$ cat src/bte_pkg.sv
package bte_pkg;

  // opcodes
  localparam logic [7:0] OPC_PAGE_Y = 8'h18;
  localparam logic [7:0] OPC_MASK_ZERO_DIR = 8'h13;
  localparam logic [7:0] OPC_MASK_ZERO_IDX = 8'h1f;
  localparam logic [7:0] OPC_MASK_ONE_DIR = 8'h12;
  localparam logic [7:0] OPC_MASK_ONE_IDX = 8'h1e;
  localparam logic [7:0] OPC_SET_BITS_DIR = 8'h14;
  localparam logic [7:0] OPC_SET_BITS_IDX = 8'h1c;
  localparam logic [7:0] OPC_CALL_REL = 8'h8d;
  localparam logic [7:0] OPC_BRANCH_NEVER = 8'h21;
  localparam logic [7:0] OPC_OVF_CLEAR = 8'h28;
  localparam logic [7:0] OPC_UNS_HIGHER = 8'h22;
  localparam logic [7:0] OPC_SGN_GREATER = 8'h2e;
  localparam logic [7:0] OPC_SGN_GREATER_EQ = 8'h2c;
  localparam logic [7:0] OPC_UNS_HIGHER_SAME = 8'h24;
  localparam logic [3:0] OPC_REL_GROUP = 4'h2;

  // bus constants
  localparam logic [15:0] DUMMY_ADDR = 16'hffff;
  localparam logic [7:0] DIRECT_PAGE = 8'h00;
  localparam logic [15:0] BIT_BR_STEP = 16'h0004;
  localparam logic [15:0] BIT_BR_STEP_Y = 16'h0005;
  localparam logic [15:0] REL_STEP = 16'h0002;

  // cycle counts
  localparam logic [3:0] CYC_REL = 4'h3;
  localparam logic [3:0] CYC_CALL = 4'h6;
  localparam logic [3:0] CYC_BIT_DIR = 4'h6;
  localparam logic [3:0] CYC_BIT_X = 4'h7;
  localparam logic [3:0] CYC_BIT_Y = 4'h8;

  // condition code bit positions
  localparam int CCR_N = 3;
  localparam int CCR_Z = 2;
  localparam int CCR_V = 1;
  localparam int CCR_C = 0;

  // register offsets (byte addresses)
  localparam logic [7:0] REG_PC = 8'h00;
  localparam logic [7:0] REG_IX = 8'h04;
  localparam logic [7:0] REG_IY = 8'h08;
  localparam logic [7:0] REG_SP = 8'h0c;
  localparam logic [7:0] REG_CCR = 8'h10;
  localparam logic [7:0] REG_CTRL = 8'h14;
  localparam logic [7:0] REG_STATUS = 8'h18;

  // field positions
  localparam int CTRL_GO = 0;
  localparam int STAT_BUSY = 0;
  localparam int STAT_ILLEGAL = 1;
  localparam int STAT_TAKEN = 2;
  localparam int STAT_OPC_LSB = 8;
  localparam int STAT_CYC_LSB = 16;

  // reset values
  localparam logic [15:0] RST_PC = 16'h0000;
  localparam logic [15:0] RST_IX = 16'h0000;
  localparam logic [15:0] RST_IY = 16'h0000;
  localparam logic [15:0] RST_SP = 16'h00ff;
  localparam logic [7:0] RST_CCR = 8'hd0;

  typedef enum logic [3:0] {
    ST_IDLE, ST_FETCH, ST_PAGE, ST_ADDR, ST_IDXWAIT, ST_OPND, ST_MASK,
    ST_REL, ST_DUMMY, ST_SUB, ST_WRITE, ST_PUSHLO, ST_PUSHHI
  } bte_state_t;

  typedef enum logic [2:0] {
    CL_ILLEGAL, CL_REL, CL_CALL, CL_BIT_BR, CL_SET_BITS
  } bte_class_t;

  typedef enum logic [1:0] {MD_DIR, MD_X, MD_Y} bte_mode_t;

endpackage

$ cat src/bte_cond.sv
`timescale 1ns/1ps
`default_nettype none
module bte_cond
  import bte_pkg::*;
(
  input wire logic [3:0] cond_code,
  input wire logic [7:0] condition_code_register,
  output logic taken
);
  logic n, z, v, c;

  assign n = condition_code_register[CCR_N];
  assign z = condition_code_register[CCR_Z];
  assign v = condition_code_register[CCR_V];
  assign c = condition_code_register[CCR_C];

  always_comb begin
    unique case (cond_code)
      4'h0: taken = 1'b1;
      4'h1: taken = 1'b0;
      4'h2: taken = ~(c | z);
      4'h3: taken = c | z;
      4'h4: taken = ~c;
      4'h5: taken = c;
      4'h6: taken = ~z;
      4'h7: taken = z;
      4'h8: taken = ~v;
      4'h9: taken = v;
      4'ha: taken = ~n;
      4'hb: taken = n;
      4'hc: taken = ~(n ^ v);
      4'hd: taken = n ^ v;
      4'he: taken = ~(z | (n ^ v));
      4'hf: taken = z | (n ^ v);
    endcase
  end
endmodule
`default_nettype wire

$ cat src/bte_bitalu.sv
`timescale 1ns/1ps
`default_nettype none
module bte_bitalu #(
  parameter int WIDTH = 8
) (
  input wire logic [WIDTH-1:0] operand,
  input wire logic [WIDTH-1:0] mask,
  input wire logic test_ones,
  output logic cond_met,
  output logic [WIDTH-1:0] set_result
);
  // ones test inverts the operand before the masked zero test
  assign cond_met = ((test_ones ? ~operand : operand) & mask) == '0;
  assign set_result = operand | mask;
endmodule
`default_nettype wire

$ cat src/bte_exec.sv
// Function
// - masked-zero branch ANDs the memory byte with the mask and branches when the result is zero, leaving flags alone.
// - masked-zero branch is 13 direct (6 cycles), 1F x-indexed (7), 18 1F y-indexed (8), ordered operand, mask, offset, dummy.
// - a taken bit-test branch lands at start plus 4 plus offset, or start plus 5 for the y-indexed form.
// - masked-one branch branches when every masked bit of the memory byte is one.
// - masked-one branch is 12 direct, 1E x-indexed, 18 1E y-indexed, with the same cycles as the zero form.
// - branch never (21) never changes flow and just steps past its two bytes.
// - branch never takes three cycles: opcode, offset, dummy read at FFFF.
// - signed greater, signed greater-equal, unsigned higher and higher-same use the standard flag formulas.
// - set-bits ORs the mask into the addressed byte, leaving other bits unchanged.
// - after set-bits N is result bit 7, Z is set on a zero result, V clears and C holds.
// - set-bits is 14 direct (6), 1C x-indexed (7), 18 1C y-indexed (8), ending with the write.
// - the relative call pushes return low then high, decrementing the stack each time, then branches.
// - the relative call (8D) runs opcode, offset, FFFF dummy, target read, low push at SP, high push at SP-1.
// - overflow-clear branch (28) is taken only when V is zero.
// - every branch offset is a signed byte read after the opcode or after the mask.
//
// Chosen here: the placing of the registers and the APB slave port.
`timescale 1ns/1ps
`default_nettype none
module bte_exec
  import bte_pkg::*;
#(
  parameter int AW = 8
) (
  input wire logic pclk,
  input wire logic presetn,
  input wire logic psel,
  input wire logic penable,
  input wire logic pwrite,
  input wire logic [AW-1:0] paddr,
  input wire logic [31:0] pwdata,
  output logic [31:0] prdata,
  output logic pready,
  output logic pslverr,
  output logic [15:0] mem_addr,
  output logic mem_rw,
  output logic mem_cycle,
  output logic [7:0] mem_wdata,
  input wire logic [7:0] mem_rdata,
  output logic exec_done
);

  bte_state_t state, next_state;
  bte_class_t cls, dec_cls;
  bte_mode_t mode, dec_mode;
  logic [15:0] pc, ix, iy, sp, start_pc, ea, tgt, ret_addr;
  logic [7:0] condition_code_register, opc, addr_byte, opnd, mask, rel, wr_data, rel_byte;
  logic pfx, illegal, last_taken, taken, cond_taken, bit_met, finish, go, wr_en, rd_en;
  logic test_ones, mapped;
  logic [3:0] cyc;
  logic [7:0] set_result;
  logic [7:0] ccr_start;

  assign pready = 1'b1;
  assign wr_en = psel & penable & pwrite;
  assign rd_en = psel & ~penable & ~pwrite;
  assign mapped = paddr inside {REG_PC, REG_IX, REG_IY, REG_SP, REG_CCR, REG_CTRL, REG_STATUS};
  assign pslverr = psel & penable & ~mapped;
  assign go = wr_en & (paddr == REG_CTRL) & pwdata[CTRL_GO] & (state == ST_IDLE);

  bte_cond u_cond (
    .cond_code(opc[3:0]),
    .condition_code_register(condition_code_register),
    .taken(cond_taken)
  );

  bte_bitalu #(.WIDTH(8)) u_alu (
    .operand(opnd),
    .mask(mask),
    .test_ones(test_ones),
    .cond_met(bit_met),
    .set_result(set_result)
  );

  assign test_ones = (opc == OPC_MASK_ONE_DIR) | (opc == OPC_MASK_ONE_IDX);

  // opcode decode for the fetch and page cycles
  always_comb begin
    dec_cls = CL_ILLEGAL;
    dec_mode = (state == ST_PAGE) ? MD_Y : MD_DIR;
    if (state == ST_PAGE) begin
      unique case (mem_rdata)
        OPC_MASK_ZERO_IDX, OPC_MASK_ONE_IDX: dec_cls = CL_BIT_BR;
        OPC_SET_BITS_IDX: dec_cls = CL_SET_BITS;
        default: dec_cls = CL_ILLEGAL;
      endcase
    end else if (mem_rdata[7:4] == OPC_REL_GROUP) begin
      dec_cls = CL_REL;
    end else begin
      unique case (mem_rdata)
        OPC_MASK_ZERO_DIR, OPC_MASK_ONE_DIR: dec_cls = CL_BIT_BR;
        OPC_MASK_ZERO_IDX, OPC_MASK_ONE_IDX: begin
          dec_cls = CL_BIT_BR;
          dec_mode = MD_X;
        end
        OPC_SET_BITS_DIR: dec_cls = CL_SET_BITS;
        OPC_SET_BITS_IDX: begin
          dec_cls = CL_SET_BITS;
          dec_mode = MD_X;
        end
        OPC_CALL_REL: dec_cls = CL_CALL;
        default: dec_cls = CL_ILLEGAL;
      endcase
    end
  end

  // offset follows the opcode, or the mask for bit-test branches
  assign rel_byte = (cls == CL_BIT_BR) ? rel : addr_byte;
  assign tgt = pc + {{8{rel_byte[7]}}, rel_byte};

  always_comb begin
    unique case (mode)
      MD_DIR: ea = {DIRECT_PAGE, addr_byte};
      MD_X: ea = ix + {8'h00, addr_byte};
      MD_Y: ea = iy + {8'h00, addr_byte};
      default: ea = {DIRECT_PAGE, addr_byte};
    endcase
  end

  always_comb begin
    unique case (cls)
      CL_REL: taken = cond_taken;
      CL_BIT_BR: taken = bit_met;
      CL_CALL: taken = 1'b1;
      default: taken = 1'b0;
    endcase
  end

  assign finish = ((state == ST_DUMMY) & ((cls == CL_REL) | (cls == CL_BIT_BR)))
    | (state == ST_WRITE) | (state == ST_PUSHHI);

  always_comb begin
    next_state = state;
    unique case (state)
      ST_IDLE: if (go) next_state = ST_FETCH;
      ST_FETCH: begin
        if (mem_rdata == OPC_PAGE_Y) next_state = ST_PAGE;
        else if (dec_cls == CL_ILLEGAL) next_state = ST_IDLE;
        else next_state = ST_ADDR;
      end
      ST_PAGE: next_state = (dec_cls == CL_ILLEGAL) ? ST_IDLE : ST_ADDR;
      ST_ADDR: begin
        if ((cls == CL_REL) | (cls == CL_CALL)) next_state = ST_DUMMY;
        else if (mode == MD_DIR) next_state = ST_OPND;
        else next_state = ST_IDXWAIT;
      end
      ST_IDXWAIT: next_state = ST_OPND;
      ST_OPND: next_state = ST_MASK;
      ST_MASK: next_state = (cls == CL_SET_BITS) ? ST_DUMMY : ST_REL;
      ST_REL: next_state = ST_DUMMY;
      ST_DUMMY: begin
        if (cls == CL_CALL) next_state = ST_SUB;
        else if (cls == CL_SET_BITS) next_state = ST_WRITE;
        else next_state = ST_IDLE;
      end
      ST_SUB: next_state = ST_PUSHLO;
      ST_PUSHLO: next_state = ST_PUSHHI;
      ST_PUSHHI: next_state = ST_IDLE;
      ST_WRITE: next_state = ST_IDLE;
    endcase
  end

  always_ff @(posedge pclk or negedge presetn) begin
    if (!presetn) state <= ST_IDLE;
    else state <= next_state;
  end

  // memory bus address and direction
  always_comb begin
    mem_addr = DUMMY_ADDR;
    mem_rw = 1'b1;
    unique case (state)
      ST_FETCH, ST_PAGE, ST_ADDR, ST_MASK, ST_REL: mem_addr = pc;
      ST_IDXWAIT, ST_DUMMY, ST_IDLE: mem_addr = DUMMY_ADDR;
      ST_OPND: mem_addr = ea;
      ST_SUB: mem_addr = tgt;
      ST_WRITE: begin
        mem_addr = ea;
        mem_rw = 1'b0;
      end
      ST_PUSHLO, ST_PUSHHI: begin
        mem_addr = sp;
        mem_rw = 1'b0;
      end
    endcase
  end
  assign mem_cycle = (state != ST_IDLE);
  assign mem_wdata = wr_data;

  // captured instruction bytes
  always_ff @(posedge pclk or negedge presetn) begin
    if (!presetn) begin
      opc <= 8'h00;
      pfx <= 1'b0;
      cls <= CL_ILLEGAL;
      mode <= MD_DIR;
      addr_byte <= 8'h00;
      opnd <= 8'h00;
      mask <= 8'h00;
      rel <= 8'h00;
    end else begin
      if (state == ST_FETCH) begin
        opc <= mem_rdata;
        pfx <= (mem_rdata == OPC_PAGE_Y);
        cls <= dec_cls;
        mode <= dec_mode;
      end
      if (state == ST_PAGE) begin
        opc <= mem_rdata;
        cls <= dec_cls;
        mode <= dec_mode;
      end
      if (state == ST_ADDR) addr_byte <= mem_rdata;
      if (state == ST_OPND) opnd <= mem_rdata;
      if (state == ST_MASK) mask <= mem_rdata;
      if (state == ST_REL) rel <= mem_rdata;
    end
  end

  always_ff @(posedge pclk or negedge presetn) begin
    if (!presetn) wr_data <= 8'h00;
    else if ((state == ST_DUMMY) & (cls == CL_SET_BITS)) wr_data <= set_result;
    else if (state == ST_SUB) wr_data <= pc[7:0];
    else if (state == ST_PUSHLO) wr_data <= pc[15:8];
  end

  // program counter: software when idle, the sequencer when busy
  always_ff @(posedge pclk or negedge presetn) begin
    if (!presetn) pc <= RST_PC;
    else if (wr_en & (paddr == REG_PC) & (state == ST_IDLE)) pc <= pwdata[15:0];
    else if (state inside {ST_FETCH, ST_PAGE, ST_ADDR, ST_MASK, ST_REL}) pc <= pc + 16'h0001;
    else if (finish & taken) pc <= tgt;
  end

  always_ff @(posedge pclk or negedge presetn) begin
    if (!presetn) sp <= RST_SP;
    else if (wr_en & (paddr == REG_SP) & (state == ST_IDLE)) sp <= pwdata[15:0];
    else if ((state == ST_PUSHLO) | (state == ST_PUSHHI)) sp <= sp - 16'h0001;
  end

  always_ff @(posedge pclk or negedge presetn) begin
    if (!presetn) begin
      ix <= RST_IX;
      iy <= RST_IY;
    end else if (wr_en & (state == ST_IDLE)) begin
      if (paddr == REG_IX) ix <= pwdata[15:0];
      if (paddr == REG_IY) iy <= pwdata[15:0];
    end
  end

  // only set-bits and a software write to REG_CCR touch the flags
  always_ff @(posedge pclk or negedge presetn) begin
    if (!presetn) condition_code_register <= RST_CCR;
    else if (wr_en & (paddr == REG_CCR) & (state == ST_IDLE)) condition_code_register <= pwdata[7:0];
    else if (state == ST_WRITE) begin
      condition_code_register[CCR_N] <= wr_data[7];
      condition_code_register[CCR_Z] <= (wr_data == 8'h00);
      condition_code_register[CCR_V] <= 1'b0;
    end
  end

  always_ff @(posedge pclk or negedge presetn) begin
    if (!presetn) begin
      cyc <= 4'h0;
      start_pc <= RST_PC;
      ccr_start <= RST_CCR;
    end else if (go) begin
      cyc <= 4'h1;
      start_pc <= pc;
      ccr_start <= condition_code_register;
    end else if ((state != ST_IDLE) & (next_state != ST_IDLE)) begin
      cyc <= cyc + 4'h1;
    end
  end

  always_ff @(posedge pclk or negedge presetn) begin
    if (!presetn) begin
      last_taken <= 1'b0;
      exec_done <= 1'b0;
    end else begin
      exec_done <= finish;
      if (finish) last_taken <= taken;
    end
  end

  // sticky illegal flag, a new event beats a write-one clear
  always_ff @(posedge pclk or negedge presetn) begin
    if (!presetn) illegal <= 1'b0;
    else if (((state == ST_FETCH) & (mem_rdata != OPC_PAGE_Y) | (state == ST_PAGE))
             & (dec_cls == CL_ILLEGAL)) illegal <= 1'b1;
    else if (wr_en & (paddr == REG_STATUS) & pwdata[STAT_ILLEGAL]) illegal <= 1'b0;
  end

  always_ff @(posedge pclk or negedge presetn) begin
    if (!presetn) prdata <= 32'h0000_0000;
    else if (rd_en) begin
      unique case (paddr)
        REG_PC: prdata <= {16'h0000, pc};
        REG_IX: prdata <= {16'h0000, ix};
        REG_IY: prdata <= {16'h0000, iy};
        REG_SP: prdata <= {16'h0000, sp};
        REG_CCR: prdata <= {24'h000000, condition_code_register};
        REG_STATUS: begin
          prdata <= 32'h0000_0000;
          prdata[STAT_BUSY] <= (state != ST_IDLE);
          prdata[STAT_ILLEGAL] <= illegal;
          prdata[STAT_TAKEN] <= last_taken;
          prdata[STAT_OPC_LSB +: 8] <= opc;
          prdata[STAT_CYC_LSB +: 4] <= cyc;
        end
        default: prdata <= 32'h0000_0000;
      endcase
    end
  end

  logic [3:0] cyc_expect;
  assign ret_addr = start_pc + REL_STEP;
  always_comb begin
    unique case (cls)
      CL_REL: cyc_expect = CYC_REL;
      CL_CALL: cyc_expect = CYC_CALL;
      default: cyc_expect = (mode == MD_DIR) ? CYC_BIT_DIR : (mode == MD_X) ? CYC_BIT_X : CYC_BIT_Y;
    endcase
  end
endmodule
`default_nettype wire

$ cat config.mk
export PLATFORM = sky130hd
export DESIGN_NAME = bte_exec
export DESIGN_NICKNAME = d
export VERILOG_FILES = /design/src/bte_pkg.sv /design/src/bte_cond.sv /design/src/bte_bitalu.sv /design/src/bte_exec.sv
export SDC_FILE = /design/constraint.sdc
export NUM_CORES = 1
export LEC_CHECK = 0
export BUFFER_PORTS_ARGS = -buffer_cell sky130_fd_sc_hd__buf_4
export CAP_MARGIN = 20
export CORE_AREA = 2 2 140 142
export DETAILED_ROUTE_END_ITERATION = 7
export DIE_AREA = 0 0 142 144
export PLACE_DENSITY = 0.75
export SYNTH_ARGS = -nofsm -noshare
export SYNTH_HDL_FRONTEND = slang
export SYNTH_HIERARCHICAL = 1
export SYNTH_SLANG_ARGS = --single-unit
$ cat constraint.sdc
create_clock -name pclk -period 5.1 [get_ports pclk]
set_input_delay 1.02 -clock pclk [delete_from_list [all_inputs] [get_ports pclk]]
set_output_delay 1.02 -clock pclk [all_outputs]
set_load 0.02 [all_outputs]
; Yosys cells after proc, flatten, opt, wreduce, memory -nomap -nowiden
; Index checks and enable logic that the tools add are counted.
[word_totals]
output_inout_bits = 61
mem_count = 0
romBits = 0
reg_bits = 168
ram_bits = 0
latchBits = 0
inputBits = 53
elab_cells = 198
[classes]
bitwise = 46
muxes = 45
shifts = 0
reduce_logical = 30
eq_ne = 51
add_sub_neg = 6
n_mul = 0
div_mod_pow = 0
order_cmp = 0
[ops]
columns = cell, count
row1 = $pmux 20 s6, 1
row2 = $eq 8x5->1 const B, 12
row3 = $mux 16, 5
row4 = $pmux 16 s5, 1
row5 = $mux 8, 7
row6 = $eq 4x4->1 const B, 13
row7 = $pmux 4 s12, 1
row8 = $add 16x8->16, 2
row9 = $eq 4x3->1 const B, 8
row10 = $pmux 16 s2, 1
row11 = $mux 4, 7
row12 = $logic_not 8->1, 3
row13 = $and 1x1->1, 23
row14 = $eq 4x2->1 const B, 5
row15 = $mux 3, 6
row16 = $add 16x1->16 const B, 1
row17 = $add 16x16->16, 1
row18 = $eq 8x4->1 const B, 2
row19 = $mux 2, 8
row20 = $pmux 1 s16, 1
row21 = $sub 16x1->16 const B, 1
row22 = $not 1->1, 10
row23 = $reduce_bool 2->1, 5
row24 = $reduce_or 2->1, 5
row25 = 30 further kinds, 49

; Longest topological paths before layout
[logic_depth]
word_depth = 13
mapped_depth = 14
depth_no_buf = 13

; Cells and area by module
; Netlist, hierarchy kept.
[modules_own_cells]
columns = module, cells_per_inst, area_each_um2, instances
row1 = bte_exec, 1074, 10027.1, 1
row2 = bte_bitalu, 22, 170.2, 1
row3 = bte_cond, 10, 78.8, 1

; Least setup slack after synthesis
; Ideal clock, no wire load.
[synth_path]
path_type = flip-flop to output port
from = register mode[0]
to = output mem_addr[12]
required_time_ns = 4.080
arrival_ns = 3.353
stages_incl_launch_ff = 15
path_buffers = 2
setup_slack_ns = 0.727
path_cell_list = dfrtp_1 -> inv_1 -> ha_1 -> buf_2 -> buf_1 -> mux2_2 -> ha_1 -> fa_1 -> a21oi_1 -> o2111ai_1 -> nand3_1 -> nor2_1 -> xnor2_1 -> a221oi_1 -> o22ai_1
[synth_via]
elab_chain_len = 3
word_cells_on_any_way = 4
[synth_lines]
columns = element, line
row1 = start: declaration, bte_exec.sv:46  ; bte_mode_t mode, dec_mode;
row2 = start signal: assignment, bte_exec.sv:207  ; mode <= dec_mode;
row3 = start signal: assignment, bte_exec.sv:212  ; mode <= dec_mode;
row4 = $eq 2x2->1 / $eq 2x1->1 (equally long branches), bte_exec.sv:113  ; unique case (mode)
row5 = $pmux 16 s2 *, bte_exec.sv:113
row6 = $pmux 16 s5 *, bte_exec.sv:173  ; unique case (state)
row7 = end: declaration, bte_exec.sv:36  ; output logic [15:0] mem_addr,
; Every way passes the cells marked *; elsewhere a longest branch is shown, timed or not.

; Final worst setup path
[layout_path]
from = register cls[0]
to = output mem_addr[14]
[layout_via]
elab_chain_len = 4
[layout_lines]
columns = element, line
row1 = start: declaration, bte_exec.sv:45  ; bte_class_t cls, dec_cls;
row2 = start signal: assignment, bte_exec.sv:206  ; cls <= dec_cls;
row3 = start signal: assignment, bte_exec.sv:211  ; cls <= dec_cls;
row4 = $eq 3x2->1, bte_exec.sv:109  ; assign rel_byte = (cls == CL_BIT_BR) ? rel : addr_byte;
row5 = $mux 8, bte_exec.sv:109
row6 = $add 16x16->16, bte_exec.sv:110  ; assign tgt = pc + {{8{rel_byte[7]}}, rel_byte};
row7 = $pmux 16 s5, bte_exec.sv:173
; Every way passes these cells.

==> results.toml <==
[setup_path]
setup.worst_path.class = "reg2out"
timing.rr.end = "pc[14]"
rrSetupSlack_ns = 1.71
reg2reg_depth = 13
worstPathBufferInverterCount = 2
worst_path_slowest_cell = "dfrtp_1"
cpLargestDelayFamily = "compound AO/OA/AOI/OAI gates"
worst_setup_path_start_kind = "register"
cp_data_required_time_ns = 4.08
crit_fanout = 8
cp.arrival_ns = 3.87
crit-reg2reg-launch = "cls[0]"
worstPathCellList = "nor2b_1 > nand2_2 > mux2_2 > ha_1 > inv_1 > fa_1 > nor2b_1 > o31a_1 > o22ai_2 > o21ai_0 > o211ai_1 > mux2i_1 > o22ai_1 > buf_4"
timing.critical_path.to_type = "primary output"
timing.critical_path.mode_cell = "nor2b_1"
critPathMaxStageDelay_ns = 0.48

[global_route]
pin_count_of_the_biggest_net_entering_global_routing = 106
grt_first_pass_wirelength_mm = 47.6
grt_util_all_layers = 0.303
antenna_found_initial = 0
first_global_vias = 8562
globalRoute.totalOverflow = 0

[final_layout]
fin_nets = 1244
layout-drive-gt1-share = 0.229
syn_to_final_growth_pct = 13.5
final_cell_count_no_fill = 1412
n_fill_cell = 1613
seqCellArea_um2 = 3920
antenna_cells = 0
multi_input_area_um2 = 5950

[clocking]
cts_tree = "done"
clock-sinks = 156
clk_pin_slew_ns = 0.07
cts_hold_buffers_added = 0
cts-buffers-inserted = 17
clock_latency_reported_for_the_late_side_of_the_worst_skew_pair_ns = 0.43
cts_resized = 0
clock_tree.root_cell = "clkbuf_16"
post-cts-setup-buffer-count = 0
cts-htree-levels = 4
max-clock-path-buffers = 2

[sta]
achievable-frequency_mhz = 205
worst-slew-pin-transition_ns = 1.02
post_layout_min_period_ns = 4.89
final-hold-violation-count = 0
timing.final.ws_setup_ns = 0.211
layout_worst_path_cycle_share = 0.959
post_route_setup_tns_ns = 0
final_slew_violations = 0
setup_viol_count_final = 0
rsz0062_at_grt = "false"
fin_worst_skew_ns = 0.00826
max_slew_margin = 0.323

[power_and_ir_drop]
pwr_density_cell_nw_per_um2 = 503
max_rail_drop_vdd_mv = 0.348
power.static_leakage_nw = 5.16
power_mw = 5.87

[routing]
wirelength_mm = 30.4
drtPass1Iterations = 6
initialDrtViolationCount = 906
vias = 9186
detail-route-antenna-nets = 0
drc = 0
wire_per_inst_um = 21.5
viasPerCell = 6.51

[synth]
netlist_instances = 1106
avgSynthCellArea_um2 = 9.29
yosys.cell_types.count = 77
synthesis.area_um2 = 10300
synth-edff-count = 0
ys_dominant_reg_cell = "dfrtp_1"
ys_seq_elements = 156
yosysSeqAreaShare = 0.381
async_reset_ff_frac = 1.00
synth.yosys.warnings = 6

[placement]
post-place-ws_ns = 0.569
finalWeightedCongestion = 0.953
detailed_place_hpwl_mm = 22.0
placed_cells_incl_taps = 1378
portBuffers = 84

[hold_path]
hp-start = "prdata[2]"
whs_path_depth = 1
min-delay-path-class = "reg2reg"
worst_hold_path.endpoint = "prdata[2]"

[floorplanning]
total_core_area_um2 = 19100
num_rows = 51
io_pins = 114
die_height_um = 144
design.die.area_um2 = 20400
floorplan.initialDensity = 0.539
die_width_um = 142

[run_status]
outcome = "finished, final reports clean"

[job]
max-cap-violations = 0
-- metal layers --
metal | vias up | routed length, um | track usage
li1 | 4191 | - | -
met5 | - | 0 | 0
met3 | 82 | 2220 | 0.0513
met2 | 419 | 14400 | 0.481
met1 | 4494 | 12500 | 0.409
met4 | 0 | 1290 | 0.141
-- placed cells by master, fill, tap and decap left out, types with 17 or more instances in the layout --
cell       netlist  layout
dfrtp_1        145     145
nand2_1        121     120
buf_4           15     103
mux2_2          94      94
nor2_1          71      71
o21ai_0         61      59
a21oi_1         54      54
nand3_1         50      50
a22oi_1         35      35
ha_1            28      28
inv_1           23      23
xnor2_1         22      22
xor2_1          21      21
mux2i_1         20      20
o211ai_1        19      19
a22o_1          17      17
clkbuf_16        0      17
-- stage by stage --
step | instance area (um2) | hold WS [ns] | util
after floorplan | 10300 | 0.441 | -
after global placement | 11000 | 0.463 | 0.577
after detailed placement | 11000 | 0.471 | 0.577
after CTS | 11600 | 0.486 | 0.610
after global routing | 11700 | 0.510 | 0.611
final | 11700 | 0.481 | 0.611
-- kinds of logic (layout without fill, tap and decap cells) --
kind of cell | Yosys count | after routing | share of synthesized area
buffers and inverters | 102 | 159 | 0.0460
flip-flops | 156 | 156 | 0.381
other | 2 | 13 | 0.000731
XOR/XNOR | 44 | 44 | 0.0390
AND/OR/NAND/NOR | 364 | 364 | 0.178
AO/OA/AOI/OAI | 293 | 293 | 0.193
adder cells (fa/ha/maj) | 30 | 30 | 0.0380
multiplexers | 115 | 115 | 0.124
-- cell usage after synthesis, drive strengths merged (3+ instances only) --
cell type,n,area share
a22o,17,0.014
and3,11,0.0067
a21oi,54,0.026
and2,9,0.0055
xnor2,22,0.019
clkbuf,44,0.016
o21a,9,0.0066
a31oi,8,0.0049
nand3,50,0.024
nand2b,11,0.0067
or2,12,0.0073
xor2,21,0.018
o22ai,8,0.0049
or3,4,0.0024
mux2i,20,0.019
o221ai,3,0.0026
nor4,14,0.012
o311ai,6,0.0051
dfrtp,145,0.35
nand2,122,0.045
a221o,8,0.0078
buf,35,0.022
and4,3,0.0026
nor3b,4,0.0040
o2111ai,3,0.0026
nor2b,9,0.0055
nor2,73,0.027
o31ai,4,0.0029
mux2,95,0.10
ha,28,0.034
a222oi,5,0.0049
dfstp,11,0.028
or4,9,0.0073
a22oi,35,0.026
nor3,16,0.0083
a21o,6,0.0044
nor4b,3,0.0032
nand4,6,0.0037
nand3b,4,0.0029
o211ai,19,0.014
inv,23,0.0084
a211oi,7,0.0051
a221oi,14,0.013
o21ai,74,0.036
-- area by class of cell --
class | count | share of cell area
timing repair buffer | 104 | 0.0673
multi-input combinational | 859 | 0.510
clock buffer | 22 | 0.0407
tap | 238 | 0.0255
clock inverter | 10 | 0.0131
inverter | 23 | 0.00740
sequential | 156 | 0.336
-- where the power goes --
group          internal [mW]  total [mW]  switching [mW]  leakage [nW]
combinational           1.10        2.58            1.47          2.85
sequential              1.52        1.92           0.403          2.00
clock                  0.820        1.37           0.545         0.304
-- worst reg2reg max path, stage by stage, from the launching register on --
cell and delay, ns:
dfrtp_1 0.48, nor2b_1 0.26, nand2_2 0.21, mux2_2 0.29
ha_1 0.15, inv_1 0.06, fa_1 0.44, nor2b_1 0.17
o31a_1 0.21, o22ai_2 0.13, o21ai_0 0.29, o211ai_1 0.17
mux2i_1 0.27, o211ai_1 0.13
-- worst max-delay path by stage --
| stage | startpoint | to | slack [ns] | depth (start not counted) |
|---|---|---|---|---|
| after CTS | cls[0] | mem_addr[14] | 0.09 | 14 |
| after global placement | cls[0] | mem_addr[14] | 0.62 | 14 |
| after detailed placement | cls[0] | mem_addr[14] | 0.57 | 14 |
| after floorplan | mode[0] | mem_addr[12] | 0.73 | 14 |
| after global routing | cls[2] | mem_addr[10] | 0.01 | 14 |
| final | cls[0] | mem_addr[14] | 0.21 | 14 |
-- sequential cells by signal (all words and copies together) (netlist names) --
name,cells
prdata,20
ix,16
iy,16
pc,16
sp,16
addr_byte,8
condition_code_register,8
mask,8
mem_wdata,8
opc,8
opnd,8
rel,8
cyc,4
state,4
cls,3
mode,2
exec_done,1
illegal,1
last_taken,1
Note: power is estimated with default switching activity, not from simulation.
